[config.mk]
export PLATFORM = sky130hd
export DESIGN_NAME = gccd_top
export DESIGN_NICKNAME = d
export VERILOG_FILES = /design/src/design/gccd_pkg.sv /design/src/design/gccd_top.sv /design/src/design/gccd_chop_timer.sv /design/src/design/gccd_detect.sv
export SDC_FILE = /design/constraint.sdc
export NUM_CORES = 1
export LEC_CHECK = 0
export BUFFER_PORTS_ARGS = -buffer_cell sky130_fd_sc_hd__buf_2
export CORE_MARGIN = 2
export CORE_UTILIZATION = 36
export CTS_CLUSTER_SIZE = 20
export DETAILED_ROUTE_END_ITERATION = 10
export GPL_TIMING_DRIVEN = 0
export PLACE_DENSITY = 0.63
export RECOVER_POWER = 25
export SETUP_SLACK_MARGIN = 0.1
export SLEW_MARGIN = 15
export SYNTH_ARGS = -nofsm -noshare
export SYNTH_HDL_FRONTEND = slang
export SYNTH_SLANG_ARGS = --single-unit
[constraint.sdc]
create_clock -name mclk -period 3.3 [get_ports mclk]
set_input_delay 0.495 -clock mclk [delete_from_list [all_inputs] [get_ports mclk]]
set_output_delay 0.495 -clock mclk [all_outputs]
set_load 0.01 [all_outputs]
[src/design/gccd_pkg.sv]
package gccd_pkg;
    // Register indices; the byte address is four times the index
    localparam logic [7:0] IDX_GAIN     = 8'h04;
    localparam logic [7:0] IDX_RSVD     = 8'h05;
    localparam logic [7:0] IDX_CFG      = 8'h06;
    localparam logic [7:0] IDX_TH_HIGH  = 8'h07;
    localparam logic [7:0] IDX_TH_LOW   = 8'h08;
    localparam logic [7:0] IDX_IRQ_STAT = 8'h10;
    localparam logic [7:0] IDX_IRQ_MASK = 8'h11;
    localparam logic [7:0] IDX_LIVE     = 8'h12;

    // Reset values
    localparam logic [15:0] RST_GAIN    = 16'h0000;
    localparam logic [15:0] RST_RSVD    = 16'h0000;
    localparam logic [15:0] RST_CFG     = 16'h0600;
    localparam logic [15:0] RST_TH_HIGH = 16'h0000;
    localparam logic [15:0] RST_TH_LOW  = 16'h0000;
    localparam logic [1:0]  RST_IRQ     = 2'h0;

    // Field positions
    localparam int GAIN0_LSB   = 0;
    localparam int CFG_DLY_LSB = 9;
    localparam int CFG_CHOP    = 8;
    localparam int CFG_ALLCH   = 7;
    localparam int CFG_NUM_LSB = 4;
    localparam int CFG_LEN_LSB = 1;
    localparam int CFG_DET     = 0;
    localparam int TH_LOW_LSB  = 8;
    localparam int IRQ_DETECT  = 0;
    localparam int IRQ_SETTLED = 1;

    // Bus answers
    localparam logic [1:0] RESP_OKAY   = 2'h0;
    localparam logic [1:0] RESP_SLVERR = 2'h2;

    // One-hot power of two for a three-bit code: gain and exceed count
    function automatic logic [7:0] gccd_pow2(input logic [2:0] code);
        gccd_pow2 = 8'h01 << code;
    endfunction

    // Measurement window length in conversion periods
    function automatic logic [11:0] gccd_win_len(input logic [2:0] code);
        case (code)
            3'h0:    gccd_win_len = 12'h080;
            3'h1:    gccd_win_len = 12'h100;
            3'h2:    gccd_win_len = 12'h200;
            3'h3:    gccd_win_len = 12'h300;
            3'h4:    gccd_win_len = 12'h500;
            3'h5:    gccd_win_len = 12'h700;
            3'h6:    gccd_win_len = 12'hA00;
            default: gccd_win_len = 12'hE00;
        endcase
    endfunction
endpackage

[src/design/gccd_top.sv]
`timescale 1ns/10ps
module gccd_top #(
    parameter int NCH = 3
) (
    input  wire logic                 mclk,
    input  wire logic                 nrst,
    // AXI4-Lite slave
    input  wire logic [9:0]           s_axi_awaddr,
    input  wire logic                 s_axi_awvalid,
    output logic                      s_axi_awready,
    input  wire logic [31:0]          s_axi_wdata,
    input  wire logic [3:0]           s_axi_wstrb,
    input  wire logic                 s_axi_wvalid,
    output logic                      s_axi_wready,
    output logic [1:0]                s_axi_bresp,
    output logic                      s_axi_bvalid,
    input  wire logic                 s_axi_bready,
    // Read address and read answer
    input  wire logic [9:0]           s_axi_araddr,
    input  wire logic                 s_axi_arvalid,
    output logic                      s_axi_arready,
    output logic [31:0]               s_axi_rdata,
    output logic [1:0]                s_axi_rresp,
    output logic                      s_axi_rvalid,
    input  wire logic                 s_axi_rready,
    // Converter side, same clock
    input  wire logic                 mod_tick,
    input  wire logic                 chop_swap,
    input  wire logic                 conv_valid,
    input  wire logic [NCH*24-1:0]    ch_data,
    // Configuration views and events
    output logic [7:0]                ch0_gain,
    output logic                      chop_on,
    output logic                      measuring,
    output logic                      detect_flag,
    output logic                      irq
);
    import gccd_pkg::*;

    // Register storage
    logic [15:0] gain_q;
    logic [15:0] rsvd_q;
    logic [15:0] cfg_q;
    logic [15:0] th_high_q;
    logic [15:0] th_low_q;
    logic [1:0]  irq_stat_q;
    logic [1:0]  irq_mask_q;

    // Write path holding state
    logic        aw_have_q;
    logic        w_have_q;
    logic [7:0]  aw_idx_q;
    logic [31:0] w_data_q;
    logic [3:0]  w_strb_q;
    logic        wr_fire;
    logic        wr_hit;
    logic [15:0] wmask;
    logic [15:0] wval;

    // Read decode
    logic [7:0]  ar_idx;
    logic [15:0] rd_val;
    logic        rd_hit;

    // Field views
    logic [2:0]  ch0_gain_code;
    logic [3:0]  chop_delay_code;
    logic        detect_all_channels;
    logic [2:0]  detect_exceed_count;
    logic [2:0]  detect_window_length;
    logic        detect_on;
    logic [15:0] detect_threshold_high;
    logic [7:0]  detect_threshold_low;
    logic [23:0] threshold;

    // Engine events and status
    logic        settled;
    logic        det_pulse;
    logic        win_busy;
    logic        conv_ok;
    logic [1:0]  stat_clr;
    logic [1:0]  stat_set;

    // Field extraction from the configuration words
    assign ch0_gain_code         = gain_q[GAIN0_LSB +: 3];
    assign chop_delay_code       = cfg_q[CFG_DLY_LSB +: 4];
    assign detect_all_channels   = cfg_q[CFG_ALLCH];
    assign detect_exceed_count   = cfg_q[CFG_NUM_LSB +: 3];
    assign detect_window_length  = cfg_q[CFG_LEN_LSB +: 3];
    assign detect_on             = cfg_q[CFG_DET];
    assign detect_threshold_high = th_high_q;
    assign detect_threshold_low  = th_low_q[TH_LOW_LSB +: 8];
    assign threshold             = {detect_threshold_high, detect_threshold_low};
    assign chop_on               = cfg_q[CFG_CHOP];

    // Only conversions taken while measuring count toward a window
    // Conversions during a chop pause are dropped
    assign conv_ok = conv_valid && measuring;

    // Gain factor presented as a register output
    always_ff @(posedge mclk or negedge nrst) begin
        if (!nrst) begin
            ch0_gain <= 8'h01;
        end else begin
            ch0_gain <= gccd_pow2(ch0_gain_code);
        end
    end

    // Pause timer after a chop swap
    gccd_chop_timer u_chop (
        .mclk       (mclk),
        .nrst       (nrst),
        .chop_on    (chop_on),
        .chop_swap  (chop_swap),
        .mod_tick   (mod_tick),
        .delay_code (chop_delay_code),
        .measuring  (measuring),
        .settled    (settled)
    );

    // Threshold counting engine
    gccd_detect #(
        .NCH (NCH)
    ) u_detect (
        .mclk                 (mclk),
        .nrst                 (nrst),
        .detect_on            (detect_on),
        .detect_all_channels  (detect_all_channels),
        .detect_exceed_count  (detect_exceed_count),
        .detect_window_length (detect_window_length),
        .threshold            (threshold),
        .conv_ok              (conv_ok),
        .ch_data              (ch_data),
        .detect_pulse         (det_pulse),
        .window_busy          (win_busy)
    );

    // Write channel: address and data taken in either order
    assign s_axi_awready = !aw_have_q && !s_axi_bvalid;
    assign s_axi_wready  = !w_have_q && !s_axi_bvalid;
    assign wr_fire       = aw_have_q && w_have_q && !s_axi_bvalid;

    // Address half held until data is in
    always_ff @(posedge mclk or negedge nrst) begin
        if (!nrst) begin
            aw_have_q <= 1'b0;
            aw_idx_q  <= 8'h00;
        end else if (s_axi_awvalid && s_axi_awready) begin
            aw_have_q <= 1'b1;
            aw_idx_q  <= s_axi_awaddr[9:2];
        end else if (wr_fire) begin
            aw_have_q <= 1'b0;
        end
    end

    // Data half held the same way
    always_ff @(posedge mclk or negedge nrst) begin
        if (!nrst) begin
            w_have_q <= 1'b0;
            w_data_q <= 32'h00000000;
            w_strb_q <= 4'h0;
        end else if (s_axi_wvalid && s_axi_wready) begin
            w_have_q <= 1'b1;
            w_data_q <= s_axi_wdata;
            w_strb_q <= s_axi_wstrb;
        end else if (wr_fire) begin
            w_have_q <= 1'b0;
        end
    end

    // Byte lanes 0 and 1 cover the sixteen-bit registers
    // Lanes 2 and 3 are ignored
    assign wmask = {{8{w_strb_q[1]}}, {8{w_strb_q[0]}}};
    assign wval  = w_data_q[15:0];

    always_comb begin
        // Live word answers OKAY, drops data
        case (aw_idx_q)
            IDX_GAIN, IDX_RSVD, IDX_CFG, IDX_TH_HIGH, IDX_TH_LOW,
            IDX_IRQ_STAT, IDX_IRQ_MASK, IDX_LIVE: wr_hit = 1'b1;
            default:                              wr_hit = 1'b0;
        endcase
    end

    // Write response; unmapped addresses answer with a slave error
    always_ff @(posedge mclk or negedge nrst) begin
        if (!nrst) begin
            s_axi_bvalid <= 1'b0;
            s_axi_bresp  <= RESP_OKAY;
        end else if (wr_fire) begin
            s_axi_bvalid <= 1'b1;
            s_axi_bresp  <= wr_hit ? RESP_OKAY : RESP_SLVERR;
        end else if (s_axi_bready) begin
            s_axi_bvalid <= 1'b0;
        end
    end

    // Configuration registers, one merge per byte lane
    always_ff @(posedge mclk or negedge nrst) begin
        if (!nrst) begin
            gain_q    <= RST_GAIN;
            rsvd_q    <= RST_RSVD;
            cfg_q     <= RST_CFG;
            th_high_q <= RST_TH_HIGH;
            th_low_q  <= RST_TH_LOW;
        end else if (wr_fire) begin
            // Other indices leave storage alone
            case (aw_idx_q)
                IDX_GAIN:    gain_q    <= (gain_q & ~wmask) | (wval & wmask);
                IDX_RSVD:    rsvd_q    <= (rsvd_q & ~wmask) | (wval & wmask);
                IDX_CFG:     cfg_q     <= (cfg_q & ~wmask) | (wval & wmask);
                IDX_TH_HIGH: th_high_q <= (th_high_q & ~wmask) | (wval & wmask);
                IDX_TH_LOW:  th_low_q  <= (th_low_q & ~wmask) | (wval & wmask);
                default:     gain_q    <= gain_q;
            endcase
        end
    end

    // Interrupt mask
    // Both bits sit in lane 0
    always_ff @(posedge mclk or negedge nrst) begin
        if (!nrst) begin
            irq_mask_q <= RST_IRQ;
        end else if (wr_fire && aw_idx_q == IDX_IRQ_MASK && w_strb_q[0]) begin
            irq_mask_q <= w_data_q[1:0];
        end
    end

    // Write-one clear and events
    always_comb begin
        stat_clr = 2'h0;
        if (wr_fire && aw_idx_q == IDX_IRQ_STAT && w_strb_q[0]) begin
            stat_clr = w_data_q[1:0];
        end
        stat_set              = 2'h0;
        stat_set[IRQ_DETECT]  = det_pulse;
        stat_set[IRQ_SETTLED] = settled;
    end

    // Sticky status; a new event beats a write-one clear in the same cycle
    always_ff @(posedge mclk or negedge nrst) begin
        if (!nrst) begin
            irq_stat_q <= RST_IRQ;
        end else begin
            irq_stat_q <= (irq_stat_q & ~stat_clr) | stat_set;
        end
    end

    // Level until cleared or masked
    assign irq         = |(irq_stat_q & irq_mask_q);
    assign detect_flag = irq_stat_q[IRQ_DETECT];

    // Read channel: one outstanding read, data registered
    assign s_axi_arready = !s_axi_rvalid;
    assign ar_idx        = s_axi_araddr[9:2];

    always_comb begin
        rd_hit = 1'b1;
        case (ar_idx)
            IDX_GAIN:     rd_val = gain_q;
            IDX_RSVD:     rd_val = rsvd_q;
            IDX_CFG:      rd_val = cfg_q;
            IDX_TH_HIGH:  rd_val = th_high_q;
            IDX_TH_LOW:   rd_val = th_low_q;
            IDX_IRQ_STAT: rd_val = {14'h0000, irq_stat_q};
            IDX_IRQ_MASK: rd_val = {14'h0000, irq_mask_q};
            // Live view is read-only
            IDX_LIVE:     rd_val = {12'h000, win_busy, chop_on, measuring, irq};
            default: begin
                rd_val = 16'h0000;
                rd_hit = 1'b0;
            end
        endcase
    end

    always_ff @(posedge mclk or negedge nrst) begin
        if (!nrst) begin
            s_axi_rvalid <= 1'b0;
        end else if (s_axi_arvalid && s_axi_arready) begin
            s_axi_rvalid <= 1'b1;
        end else if (s_axi_rready) begin
            s_axi_rvalid <= 1'b0;
        end
    end

    // Payload frozen while the master stalls
    always_ff @(posedge mclk or negedge nrst) begin
        if (!nrst) begin
            s_axi_rdata  <= 32'h00000000;
            s_axi_rresp  <= RESP_OKAY;
        end else if (s_axi_arvalid && s_axi_arready) begin
            s_axi_rdata  <= {16'h0000, rd_val};
            s_axi_rresp  <= rd_hit ? RESP_OKAY : RESP_SLVERR;
        end
    end
endmodule

[src/design/gccd_chop_timer.sv]
`timescale 1ns/10ps
module gccd_chop_timer (
    input  wire logic                 mclk,
    input  wire logic                 nrst,
    input  wire logic                 chop_on,
    input  wire logic                 chop_swap,
    input  wire logic                 mod_tick,
    input  wire logic [3:0]           delay_code,
    output logic                      measuring,
    output logic                      settled
);
    import gccd_pkg::*;

    typedef enum logic [1:0] {
        GCCD_RUN  = 2'b01,
        GCCD_WAIT = 2'b10
    } gccd_chop_st_t;

    gccd_chop_st_t st_q;
    logic [16:0]   cnt_q;
    logic [16:0]   target;

    // Delay of 2^(code+1) modulator periods
    assign target    = 17'h00002 << delay_code;
    assign measuring = (st_q == GCCD_RUN);

    // Phase swap stalls measurement until the delay expires
    always_ff @(posedge mclk or negedge nrst) begin
        if (!nrst) begin
            st_q    <= GCCD_RUN;
            cnt_q   <= 17'h00000;
            settled <= 1'b0;
        end else begin
            settled <= 1'b0;
            case (st_q)
                GCCD_RUN: begin
                    if (chop_on && chop_swap) begin
                        st_q  <= GCCD_WAIT;
                        cnt_q <= 17'h00000;
                    end
                end
                GCCD_WAIT: begin
                    if (!chop_on) begin
                        st_q <= GCCD_RUN;
                    end else if (chop_swap) begin
                        cnt_q <= 17'h00000;
                    end else if (mod_tick) begin
                        if (cnt_q + 17'h00001 >= target) begin
                            st_q    <= GCCD_RUN;
                            settled <= 1'b1;
                        end else begin
                            cnt_q <= cnt_q + 17'h00001;
                        end
                    end
                end
                default: st_q <= GCCD_RUN;
            endcase
        end
    end
endmodule

[src/design/gccd_detect.sv]
`timescale 1ns/10ps
module gccd_detect #(
    parameter int NCH = 3
) (
    input  wire logic                 mclk,
    input  wire logic                 nrst,
    input  wire logic                 detect_on,
    input  wire logic                 detect_all_channels,
    input  wire logic [2:0]           detect_exceed_count,
    input  wire logic [2:0]           detect_window_length,
    input  wire logic [23:0]          threshold,
    input  wire logic                 conv_ok,
    input  wire logic [NCH*24-1:0]    ch_data,
    output logic                      detect_pulse,
    output logic                      window_busy
);
    import gccd_pkg::*;

    logic [11:0]    win_q;
    logic [8:0]     exc_q [NCH];
    logic [NCH-1:0] over;
    logic [NCH-1:0] qual;
    logic [8:0]     need;
    logic           hit;
    logic           done_q;
    logic           win_end;

    // Magnitude above threshold per channel
    always_comb begin
        for (int i = 0; i < NCH; i++) begin
            logic [23:0] s;
            logic [23:0] mag;
            s      = ch_data[i*24 +: 24];
            mag    = s[23] ? (~s + 24'h000001) : s;
            over[i] = (mag > threshold);
            qual[i] = (exc_q[i] >= need);
        end
    end

    assign need    = {1'b0, gccd_pow2(detect_exceed_count)};
    assign hit     = detect_all_channels ? &qual : |qual;
    assign win_end = conv_ok && (win_q + 12'h001 >= gccd_win_len(detect_window_length));
    assign window_busy = detect_on;

    // Window and exceedance counters, cleared at each window end
    always_ff @(posedge mclk or negedge nrst) begin
        if (!nrst) begin
            win_q <= 12'h000;
            for (int i = 0; i < NCH; i++) exc_q[i] <= 9'h000;
        end else if (!detect_on || win_end) begin
            win_q <= 12'h000;
            for (int i = 0; i < NCH; i++) exc_q[i] <= 9'h000;
        end else if (conv_ok) begin
            win_q <= win_q + 12'h001;
            for (int i = 0; i < NCH; i++) begin
                if (over[i] && exc_q[i] != 9'h1FF) exc_q[i] <= exc_q[i] + 9'h001;
            end
        end
    end

    // One detection per window
    always_ff @(posedge mclk or negedge nrst) begin
        if (!nrst) begin
            done_q       <= 1'b0;
            detect_pulse <= 1'b0;
        end else begin
            detect_pulse <= detect_on && hit && !done_q;
            if (!detect_on || win_end) done_q <= 1'b0;
            else if (hit) done_q <= 1'b1;
        end
    end
endmodule

==> results of run 1 <==
## cell families (layout without fill, tap and decap cells)
family / Yosys count / in the layout / synth area share
simple gates: 424 / 424 / 0.163
compound gates: 303 / 303 / 0.141
flops: 201 / 201 / 0.373
fa+ha+maj: 131 / 131 / 0.121
mux: 120 / 120 / 0.113
buf+inv: 108 / 355 / 0.0351
xor+xnor: 82 / 82 / 0.0532
other cells: 1 / 18 / 0.000278
## repair_timing
| action | in CTS | in global routing |
|---|---|---|
| pin swaps | 45 | 42 |
| endpoints found under the hold margin | 58 | 0 |
| hold buffers | 1 | 0 |
| setup endpoints to repair | 58 | 60 |
| gates cloned | 3 | 1 |
| buffers inserted | 31 | 18 |
| gates resized for setup | 87 | 94 |
## area by class of cell
cell class	count	area, sq um	area share
multi-input cells	1078	8810	0.519
flip-flops and latches	201	5040	0.297
repair buffers	207	1290	0.0760
clock buffers	33	643	0.0379
well taps	468	586	0.0345
plain buffers	64	374	0.0220
inverters	44	165	0.00973
clock inverters	7	68.8	0.00405
## power by group through the flow
stage	Combinational, mW	Clock [mW]	Sequential [mW]
2_1_floorplan	1.34	0	3.04
3_3_place_gp	1.89	0	3.15
3_5_place_dp	1.96	0	3.17
4_1_cts	2.10	2.49	3.13
5_1_grt	2.42	2.59	3.19
6_report	2.18	2.44	3.13
## synth_stat cells, types with 6 or more instances
| master | number |
|---|---|
| a211oi_1 | 6 |
| a21o_1 | 17 |
| a21oi_1 | 87 |
| a22o_1 | 11 |
| a22oi_1 | 15 |
| and3_1 | 12 |
| buf_4 | 18 |
| clkbuf_1 | 41 |
| dfrtp_1 | 197 |
| ha_1 | 131 |
| inv_1 | 44 |
| mux2_2 | 101 |
| mux4_2 | 16 |
| nand2_1 | 144 |
| nand2b_1 | 18 |
| nand3_1 | 44 |
| nand3b_1 | 6 |
| nand4_1 | 33 |
| nor2_1 | 46 |
| nor2b_1 | 16 |
| nor3_1 | 21 |
| nor4_1 | 9 |
| o21ai_0 | 91 |
| o31ai_1 | 29 |
| o41ai_1 | 6 |
| or3_1 | 24 |
| or4_1 | 13 |
| xnor2_1 | 74 |
| xor2_1 | 8 |
## placed cells by master, fill, tap and decap left out, types with 15 or more instances in the layout
cell type	count
a21oi_2	21
nor2b_1	15
nor3_1	15
buf_2	142
inv_1	44
nand4_1	33
clkbuf_1	40
mux2_2	101
or3_1	15
o21ai_0	70
xnor2_1	70
clkbuf_16	23
dfrtp_1	192
nand3_1	37
conb_1	18
a21o_1	17
mux4_2	16
nor2_1	41
ha_1	128
buf_4	65
o31ai_1	22
a21oi_1	62
a22oi_1	15
nand2_1	141
## through the flow
step	worst slack [ps]	total power, mW	hold WS (ps)	std cells
3_3_place_gp	-1690	5.04	443	2005
6_report	-952	7.74	171	2102
2_1_floorplan	-1030	4.38	199	1387
5_1_grt	-1030	8.20	183	2102
3_5_place_dp	-1730	5.13	450	2008
4_1_cts	-896	7.72	153	2083
## worst min-delay path by stage
stage | start | slack, ps | cells past startpoint | to
floorplan | nrst | 200 | 0 | asynchronous set/reset pin
finish | s_axi_rready | 170 | 2 | s_axi_rvalid
CTS | s_axi_rready | 150 | 2 | s_axi_rvalid
detailed placement | u_detect.done_q | 450 | 1 | u_detect.detect_pulse
global route | s_axi_rready | 180 | 2 | s_axi_rvalid
global placement | u_detect.detect_pulse | 440 | 1 | irq_stat_q[0]
## layer usage
layer | vias up | global-route usage | routed length (um)
met5 | - | 0 | 13
met4 | 2 | 0.0512 | 988
met3 | 68 | 0.0280 | 1720
met2 | 248 | 0.334 | 19000
met1 | 5715 | 0.253 | 16800
li1 | 5541 | - | -
## critical path, delay by kind of cell
family | cells | cell delay [ps]
and+or+nand+nor | 7 | 2260
buffers and inverters | 4 | 540
AOI/OAI and AO/OA | 4 | 900
adders and majority gates | 1 | 280
xor gates and xnor gates | 1 | 180
==> flow_metrics.tcl, run 1 <==
set metrics [dict create \
    outcome "finished with violations" \
    violations "max-capacitance violations, max-slew violations, negative setup slack" \
    pwr-share-clk 0.315 \
    syn_inst 1370 \
    clk_pin_slew_ps 60 \
    yosysUniqueCellTypes 69 \
    synth_top_area_cell "dfrtp_1" \
    vias 11600 \
    nets 1888 \
    cpMaxStageDelayCell "or4_4" \
    drtAntennaViolNets 0 \
    grt_max_degree 81 \
    r2r-end "u_chop.st_q[0]" \
    root_buffer "clkbuf_16" \
    place_area_sq_mm 0.0152 \
    required_ps 3730 \
    antenna_found_initial 1 \
    cp-start-kind "primary input" \
    power.density_mw_per_mm2 456 \
    io_buffer_count 150 \
    netlist_area_sq_mm 0.0135 \
    die_w_um 198 \
    gp_congestion 0.854 \
    routedWlPerCell_um 18.4 \
    combPwrFrac 0.281 \
    worst_pin_slew_ps 1610 \
    drive_gt1_frac 0.319 \
    finalCritPeriodShare 1.29 \
    ir_drop_uv 327 \
    power.leakage_nw 7.60 \
    synth_edf_count 0 \
    postLayoutCoreUtil 0.462 \
    synth_area_leaders "dfrtp_1, ha_1, mux2_2" \
    setup_ws_ps -952 \
    cts.sink_count 201 \
    die_h_um 198 \
    rsz0062_at_grt "true" \
    n_fill_cell 3380 \
    power.share.sequential 0.404 \
    track_usage 0.193 \
    die_area_sq_mm 0.0390 \
    hold_path.class "primary input to flip-flop" \
    cts_max_level 1 \
    yosysTopAreaCellShare 0.365 \
    async_flop_share 1.00 \
    cp-end-kind "flip-flop" \
    path_cells "buf_6 > or4_4 > or3_4 > or3_4 > or4_4 > o41ai_4 > xnor2_1 > ha_1 > nand4_1 > buf_4 > nor4_4 > buf_4 > a211oi_4 > a21bo_4 > buf_8 > or3_4 > a21oi_2" \
    max_freq_mhz 235 \
    ys_warn_count 0 \
    ctsLongestPathBuffers 3 \
    cp.arrival_ps 4690 \
    antenna_cells 0 \
    grt_pass1_wl_um 59800 \
    crit_type "primary input to flip-flop" \
    crit_start "ch_data[29]" \
    slew_violations 62 \
    synth_area_per_cell_sq_um 9.85 \
    dpl.hpwl_um 28600 \
    cp-endpoint "u_detect.exc_q[12]" \
    drc 0 \
    swShare 0.328 \
    path_max_fanout 6 \
    final_area_sq_mm 0.0170 \
    insertion_delay_ps 500 \
    setup_viol 34 \
    viasPerCell 5.51 \
    rr_worst_depth 14 \
    internal-power_mw 5.20 \
    dr.pass1.iters 7 \
    area_growth_syn_to_layout_pct 25.8 \
    cts_buffers 23 \
    routed_wl_um 38600 \
    maxCapViolations 1 \
    fin_tns_setup_ps -15120 \
    yosysSeqAreaShare 0.373 \
    grt_overflow 0 \
    grt_pass1_vias 11400 \
    coreArea_sq_mm 0.0368 \
    synthFlopType "dfrtp_1" \
    pin_count 191 \
    regToRegStartpoint "u_chop.cnt_q[1]" \
    p_sw_mw 2.54 \
    finClkSkew_ps 7.53 \
    num_rows 70 \
    cp_slowest_stage_delay_ps 580 \
    drtIter0Drc 673 \
    initial_core_util 0.367 \
    slew_headroom -0.0701 \
    hold_viol 0 \
    ys_seq_elements 201 \
    r2r_slack_ps -60 \
    period_minus_slack_ps 4250 \
    path_common_cell "or3_4" \
    cts_tree "yes" \
]
Power figures use the tool's default switching activity.
==> inputs of run 2 (changes only) <==
ABC_AREA = 1   (was default)
==> flow_metrics.tcl, run 2 <==
set metrics [dict create \
    ys_warn_count 0 \
    required_ps 3740 \
    die_w_um 207 \
    crit_type "flip-flop to flip-flop" \
    syn_inst 2028 \
    power.leakage_nw 8.69 \
    drtIter0Drc 972 \
    path_max_fanout 10 \
    cp.arrival_ps 3430 \
    cts_max_level 1 \
    routedWlPerCell_um 15.7 \
    synth_area_per_cell_sq_um 7.35 \
    insertion_delay_ps 550 \
    met2RoutedLength_um 19700 \
    yosysTopAreaCellShare 0.331 \
    finClkSkew_ps 23.7 \
    viasPerCell 5.01 \
    yosysSeqAreaShare 0.338 \
    gp_congestion 0.890 \
    netlist_area_sq_mm 0.0149 \
    outcome "finished clean" \
    num_rows 74 \
    vias 13900 \
    root_buffer "clkbuf_16" \
    nets 2497 \
    synth-xor-area-share 0.0446 \
    synth_adder_area_share 0.110 \
    fin_tns_setup_ps 0 \
    yosysUniqueCellTypes 48 \
    power.density_mw_per_mm2 467 \
    grt_pass1_wl_um 69800 \
    synth_most_common_cell "nand2_1" \
    synth_top_family_by_area "simple AND/OR/NAND/NOR gates" \
    drc 0 \
    grt_pass1_vias 13300 \
    synth_area_leaders "dfrtp_1, nand2_1, ha_1" \
    synth.top_cells.by_count "nand2_1, inv_1, dfrtp_1" \
    die_area_sq_mm 0.0430 \
    ctsLongestPathBuffers 3 \
    postLayoutCoreUtil 0.424 \
    slew_headroom 0.00964 \
    maxCapViolations 0 \
    pin_count 191 \
    period_minus_slack_ps 2990 \
    ir_drop_uv 354 \
    dp.cells 2728 \
    antenna_cells 0 \
    routed_wl_um 43600 \
    finalCritPeriodShare 0.907 \
    wl_met1_um 20000 \
    worst_pin_slew_ps 1490 \
    cp-start-kind "flip-flop" \
    final_common_cell "nand2_1" \
    clk_pin_slew_ps 60 \
    max_freq_mhz 334 \
    synth_top_area_cell "dfrtp_1" \
    die_h_um 207 \
    synthSimpleGateAreaFrac 0.308 \
    drive_gt1_frac 0.160 \
    async_flop_share 1.00 \
    initial_core_util 0.365 \
    routed-wl-met3_um 2250 \
    coreArea_sq_mm 0.0408 \
    rsz0062_at_grt "false" \
    slew_violations 0 \
    io_buffer_count 149 \
    cts.sink_count 201 \
    cts_buffers 25 \
    ys_seq_elements 201 \
    antenna_found_initial 2 \
    hold_path.class "primary input to flip-flop" \
    synth_edf_count 0 \
    synthFlopType "dfrtp_1" \
    cts_tree "yes" \
    synthMuxAreaShare 0.00454 \
    synth_compound_area_frac 0.103 \
    grt_max_degree 106 \
    finalNonFillerCells 2779 \
    hold_viol 0 \
    dr.pass1.iters 5 \
    cp-end-kind "flip-flop" \
    mostFrequentLayoutCells "nand2_1, inv_1, dfrtp_1, nor2_1, buf_2" \
    top_layer "met5" \
    drtAntennaViolNets 0 \
    grt_overflow 0 \
    area_growth_syn_to_layout_pct 16.2 \
    track_usage 0.200 \
    dpl.hpwl_um 34000 \
    setup_viol 0 \
]
## run 2: changes by cell type in the layout (fill, tap and decap cells not counted), moves of 23 or more
cell	delta
nand2_1	+423
inv_1	+190
nor2_1	+148
mux2_2	-95
nand3_1	+76
xnor2_1	-49
xor2_1	+45
o21ai_1	+42
buf_4	-34
nor3_1	+25
nand4_1	+23
## run 2: routing by layer
metal,vias up,track usage
met3,83,0.0256
met5,-,0
met2,360,0.328
met1,6478,0.271
met4,4,0.0739
li1,7001,-
## run 2: cell families after synthesis
| family | Yosys count |
|---|---|
| simple gates | 1038 |
| fa+ha+maj | 131 |
| compound gates | 265 |
| buf+inv | 311 |
| flops | 201 |
| other cells | 1 |
| mux | 6 |
| xor+xnor | 75 |
## run 2: timing repair
item | in CTS | in global routing
hold endpoints to repair | 4 | 0
resized for setup | 0 | 10
setup buffers | 0 | 4
endpoints found under the setup margin | 0 | 29
hold buffers | 1 | 0
## run 2: metrics by stage
stage               setup WS (ps)  hold slack (ps)  power [mW]  instance area (sq um)
finish                        306              155        8.08                  17300
global route                  103              150        8.54                  17300
CTS                           209              141        8.14                  17300
detailed placement           -160              296        5.29                  16400
global placement            -1790              427        5.22                  16400
floorplan                     513              199        4.51                  15000
## run 2: worst max-delay path: stages (launching register included)
cell,delay (ps)
dfrtp_1,410
ha_1,240
nand3_1,140
inv_2,80
nand2_1,80
nor2_1,70
or2_2,270
nand2_1,90
inv_1,60
ha_1,300
nand2_1,130
o21ai_0,130
a21oi_2,180
nand3_1,170
nand2_4,140
nand2_4,90
buf_6,180
nand2_1,60
nand2_1,50
## run 2: power breakdown
part	leakage [nW]	switching [mW]	total (mW)	internal, mW
Sequential	2.70	0.171	2.93	2.76
Clock	0.413	1.17	2.82	1.65
Combinational	5.58	1.58	2.33	0.746
## run 2: final timing paths
check                                       from              end  slack (ps)  depth (start not counted)
min                                 s_axi_bready     s_axi_bvalid         160                          2
min in group asynchronous                   nrst  u_chop.cnt_q[5]         340                          2
max                              u_chop.cnt_q[0]  u_chop.cnt_q[4]         310                         18
min reg2reg                u_detect.detect_pulse    irq_stat_q[0]         450                          1
max reg2reg                      u_chop.cnt_q[0]  u_chop.cnt_q[4]         310                         18
max in group asynchronous                   nrst     w_data_q[14]        1120                          3
## run 2: area by class of cell
class,instances,area (sq um)
Buffer,69,453
Clock buffer,30,684
Clock inverter,16,164
Fill cell,4096,23500
Inverter,242,908
Multi-Input combinational cell,1533,8600
Sequential cell,201,5030
Tap cell,532,666
Timing Repair Buffer,156,800
==> inputs of run 3 (changes only) <==
==> constraint.sdc (replaced) <==
create_clock -name mclk -period 3.3 [get_ports mclk]
set_input_delay 0 -clock mclk [delete_from_list [all_inputs] [get_ports mclk]]
set_output_delay 0 -clock mclk [all_outputs]
set_load 0.01 [all_outputs]
==> flow_metrics.tcl, run 3 (same netlist as run 2, synthesis figures left out) <==
set metrics [dict create \
    insertion_delay_ps 550 \
    root_buffer "clkbuf_16" \
    hold_ws_ps 37.8 \
    grt_overflow 0 \
    vias 14100 \
    setup_viol 0 \
    met2RoutedLength_um 20100 \
    wl_met1_um 20100 \
    num_rows 74 \
    crit_type "flip-flop to flip-flop" \
    grt_pass1_wl_um 70500 \
    required_ps 3740 \
    ctsLongestPathBuffers 3 \
    top_layer "met4" \
    slew_violations 0 \
    regToRegStartpoint "u_chop.cnt_q[0]" \
    dpl.hpwl_um 34000 \
    dp.cells 2728 \
    routed_wl_um 43900 \
    cp.arrival_ps 3440 \
    viasPerCell 5.00 \
    die_w_um 207 \
    hold_viol 0 \
    r2r-end "u_chop.cnt_q[4]" \
    routed-wl-met3_um 2200 \
    finalNonFillerCells 2818 \
    coreArea_sq_mm 0.0408 \
    cp-start-kind "flip-flop" \
    routedWlPerCell_um 15.6 \
    antenna_found_initial 1 \
    initial_core_util 0.365 \
    drc 0 \
    cts_max_level 1 \
    final_common_cell "nand2_1" \
    mostFrequentLayoutCells "nand2_1, inv_1, dfrtp_1, nor2_1, buf_2" \
    worst_pin_slew_ps 1470 \
    postLayoutCoreUtil 0.432 \
    dr.pass1.iters 5 \
    power.density_mw_per_mm2 461 \
    hold_start "s_axi_wvalid" \
    io_buffer_count 149 \
    power.leakage_nw 8.76 \
    die_area_sq_mm 0.0430 \
    grt_pass1_vias 13500 \
    r2r_slack_ps 300 \
    drtIter0Drc 1039 \
    whs_path_depth 4 \
    cts_tree "yes" \
    nets 2535 \
    gp_congestion 0.890 \
    hold_path.class "primary input to flip-flop" \
    ir_drop_uv 360 \
    drtAntennaViolNets 0 \
    area_growth_syn_to_layout_pct 18.5 \
    max_freq_mhz 334 \
    rsz0062_at_grt "false" \
    rr_worst_depth 18 \
    cp-end-kind "flip-flop" \
    period_minus_slack_ps 3000 \
    maxCapViolations 0 \
    clk_pin_slew_ps 60 \
    pin_count 191 \
    cts.sink_count 201 \
    hold_end "w_data_q[2]" \
    grt_max_degree 106 \
    die_h_um 207 \
    slew_headroom 0.0170 \
    outcome "finished clean" \
    track_usage 0.202 \
    finalCritPeriodShare 0.908 \
    path_max_fanout 10 \
    finClkSkew_ps 24.1 \
    drive_gt1_frac 0.145 \
    cts_buffers 25 \
]
run 3: cell types whose count changed in the layout (fill, tap and decap cells not counted):
| cell | delta |
|---|---|
| dlygate4sd3_1 | +39 |
| buf_2 | -24 |
| o21ai_2 | +1 |
| nand3_2 | -1 |
| diode_2 | +1 |
| buf_4 | -1 |
| nor2_2 | -2 |
| o21ai_4 | -1 |
| nor2_1 | +2 |
| nand3_1 | +1 |
| clkbuf_1 | +24 |
run 3: per-stage QoR:
step	worst slack, ps	TNS, ps	cell area [sq um]	total power [mW]
after floorplan	702	0	15000	4.51
after global placement	-1290	-251980	16400	5.22
after detailed placement	222	0	16400	5.29
after CTS	209	0	17700	8.21
after global routing	103	0	17700	8.61
final	303	0	17700	8.14
run 3: final cells by class:
class / count / area (sq um)
inverter: 242 / 908
clock inverter: 16 / 164
buffer: 69 / 453
antenna: 1 / 2.50
tap: 532 / 666
fill: 4076 / 23200
clock buffer: 30 / 684
multi-input combinational: 1533 / 8590
sequential: 201 / 5030
timing repair buffer: 194 / 1150
run 3: report_power, final:
| part | switching (mW) | leakage [nW] | internal, mW |
|---|---|---|---|
| clock network | 1.17 | 0.413 | 1.65 |
| registers | 0.171 | 2.70 | 2.76 |
| logic | 1.59 | 5.65 | 0.798 |
| total | 2.93 | 8.76 | 5.21 |
run 3: routing by layer:
| metal | vias up | track usage |
|---|---|---|
| li1 | 7080 | - |
| met1 | 6554 | 0.273 |
| met2 | 364 | 0.333 |
| met3 | 78 | 0.0231 |
| met4 | 0 | 0.0739 |
| met5 | - | 0 |
run 3: worst max-delay path by stage:
| stage | cells after the start | slack (ps) | startpoint | end |
|---|---|---|---|---|
| final | 18 | 300 | u_chop.cnt_q[0] | u_chop.cnt_q[4] |
| after global routing | 16 | 100 | u_chop.cnt_q[4] | u_chop.cnt_q[4] |
| after CTS | 17 | 210 | u_chop.cnt_q[0] | u_chop.cnt_q[4] |
| after detailed placement | 16 | 220 | u_chop.cnt_q[0] | u_chop.cnt_q[10] |
| after global placement | 1 | -1290 | nrst | s_axi_rdata[14] |
| after floorplan | 18 | 700 | u_chop.cnt_q[0] | u_chop.cnt_q[6] |
run 3: critical path: stages (launching register included):
cell	delay, ps
dfrtp_1	410
ha_1	240
nand3_1	140
inv_2	80
nand2_1	80
nor2_1	70
or2_2	270
nand2_1	100
inv_1	60
ha_1	300
nand2_1	130
o21ai_0	130
a21oi_2	190
nand3_1	170
nand2_4	140
nand2_4	90
buf_6	180
nand2_1	60
nand2_1	50
run 3: timing repair:
action,in CTS,in global routing
gates resized for setup,0,6
endpoints found under the hold margin,243,0
buffers inserted,0,3
hold buffers,40,0
endpoints found under the setup margin,0,17
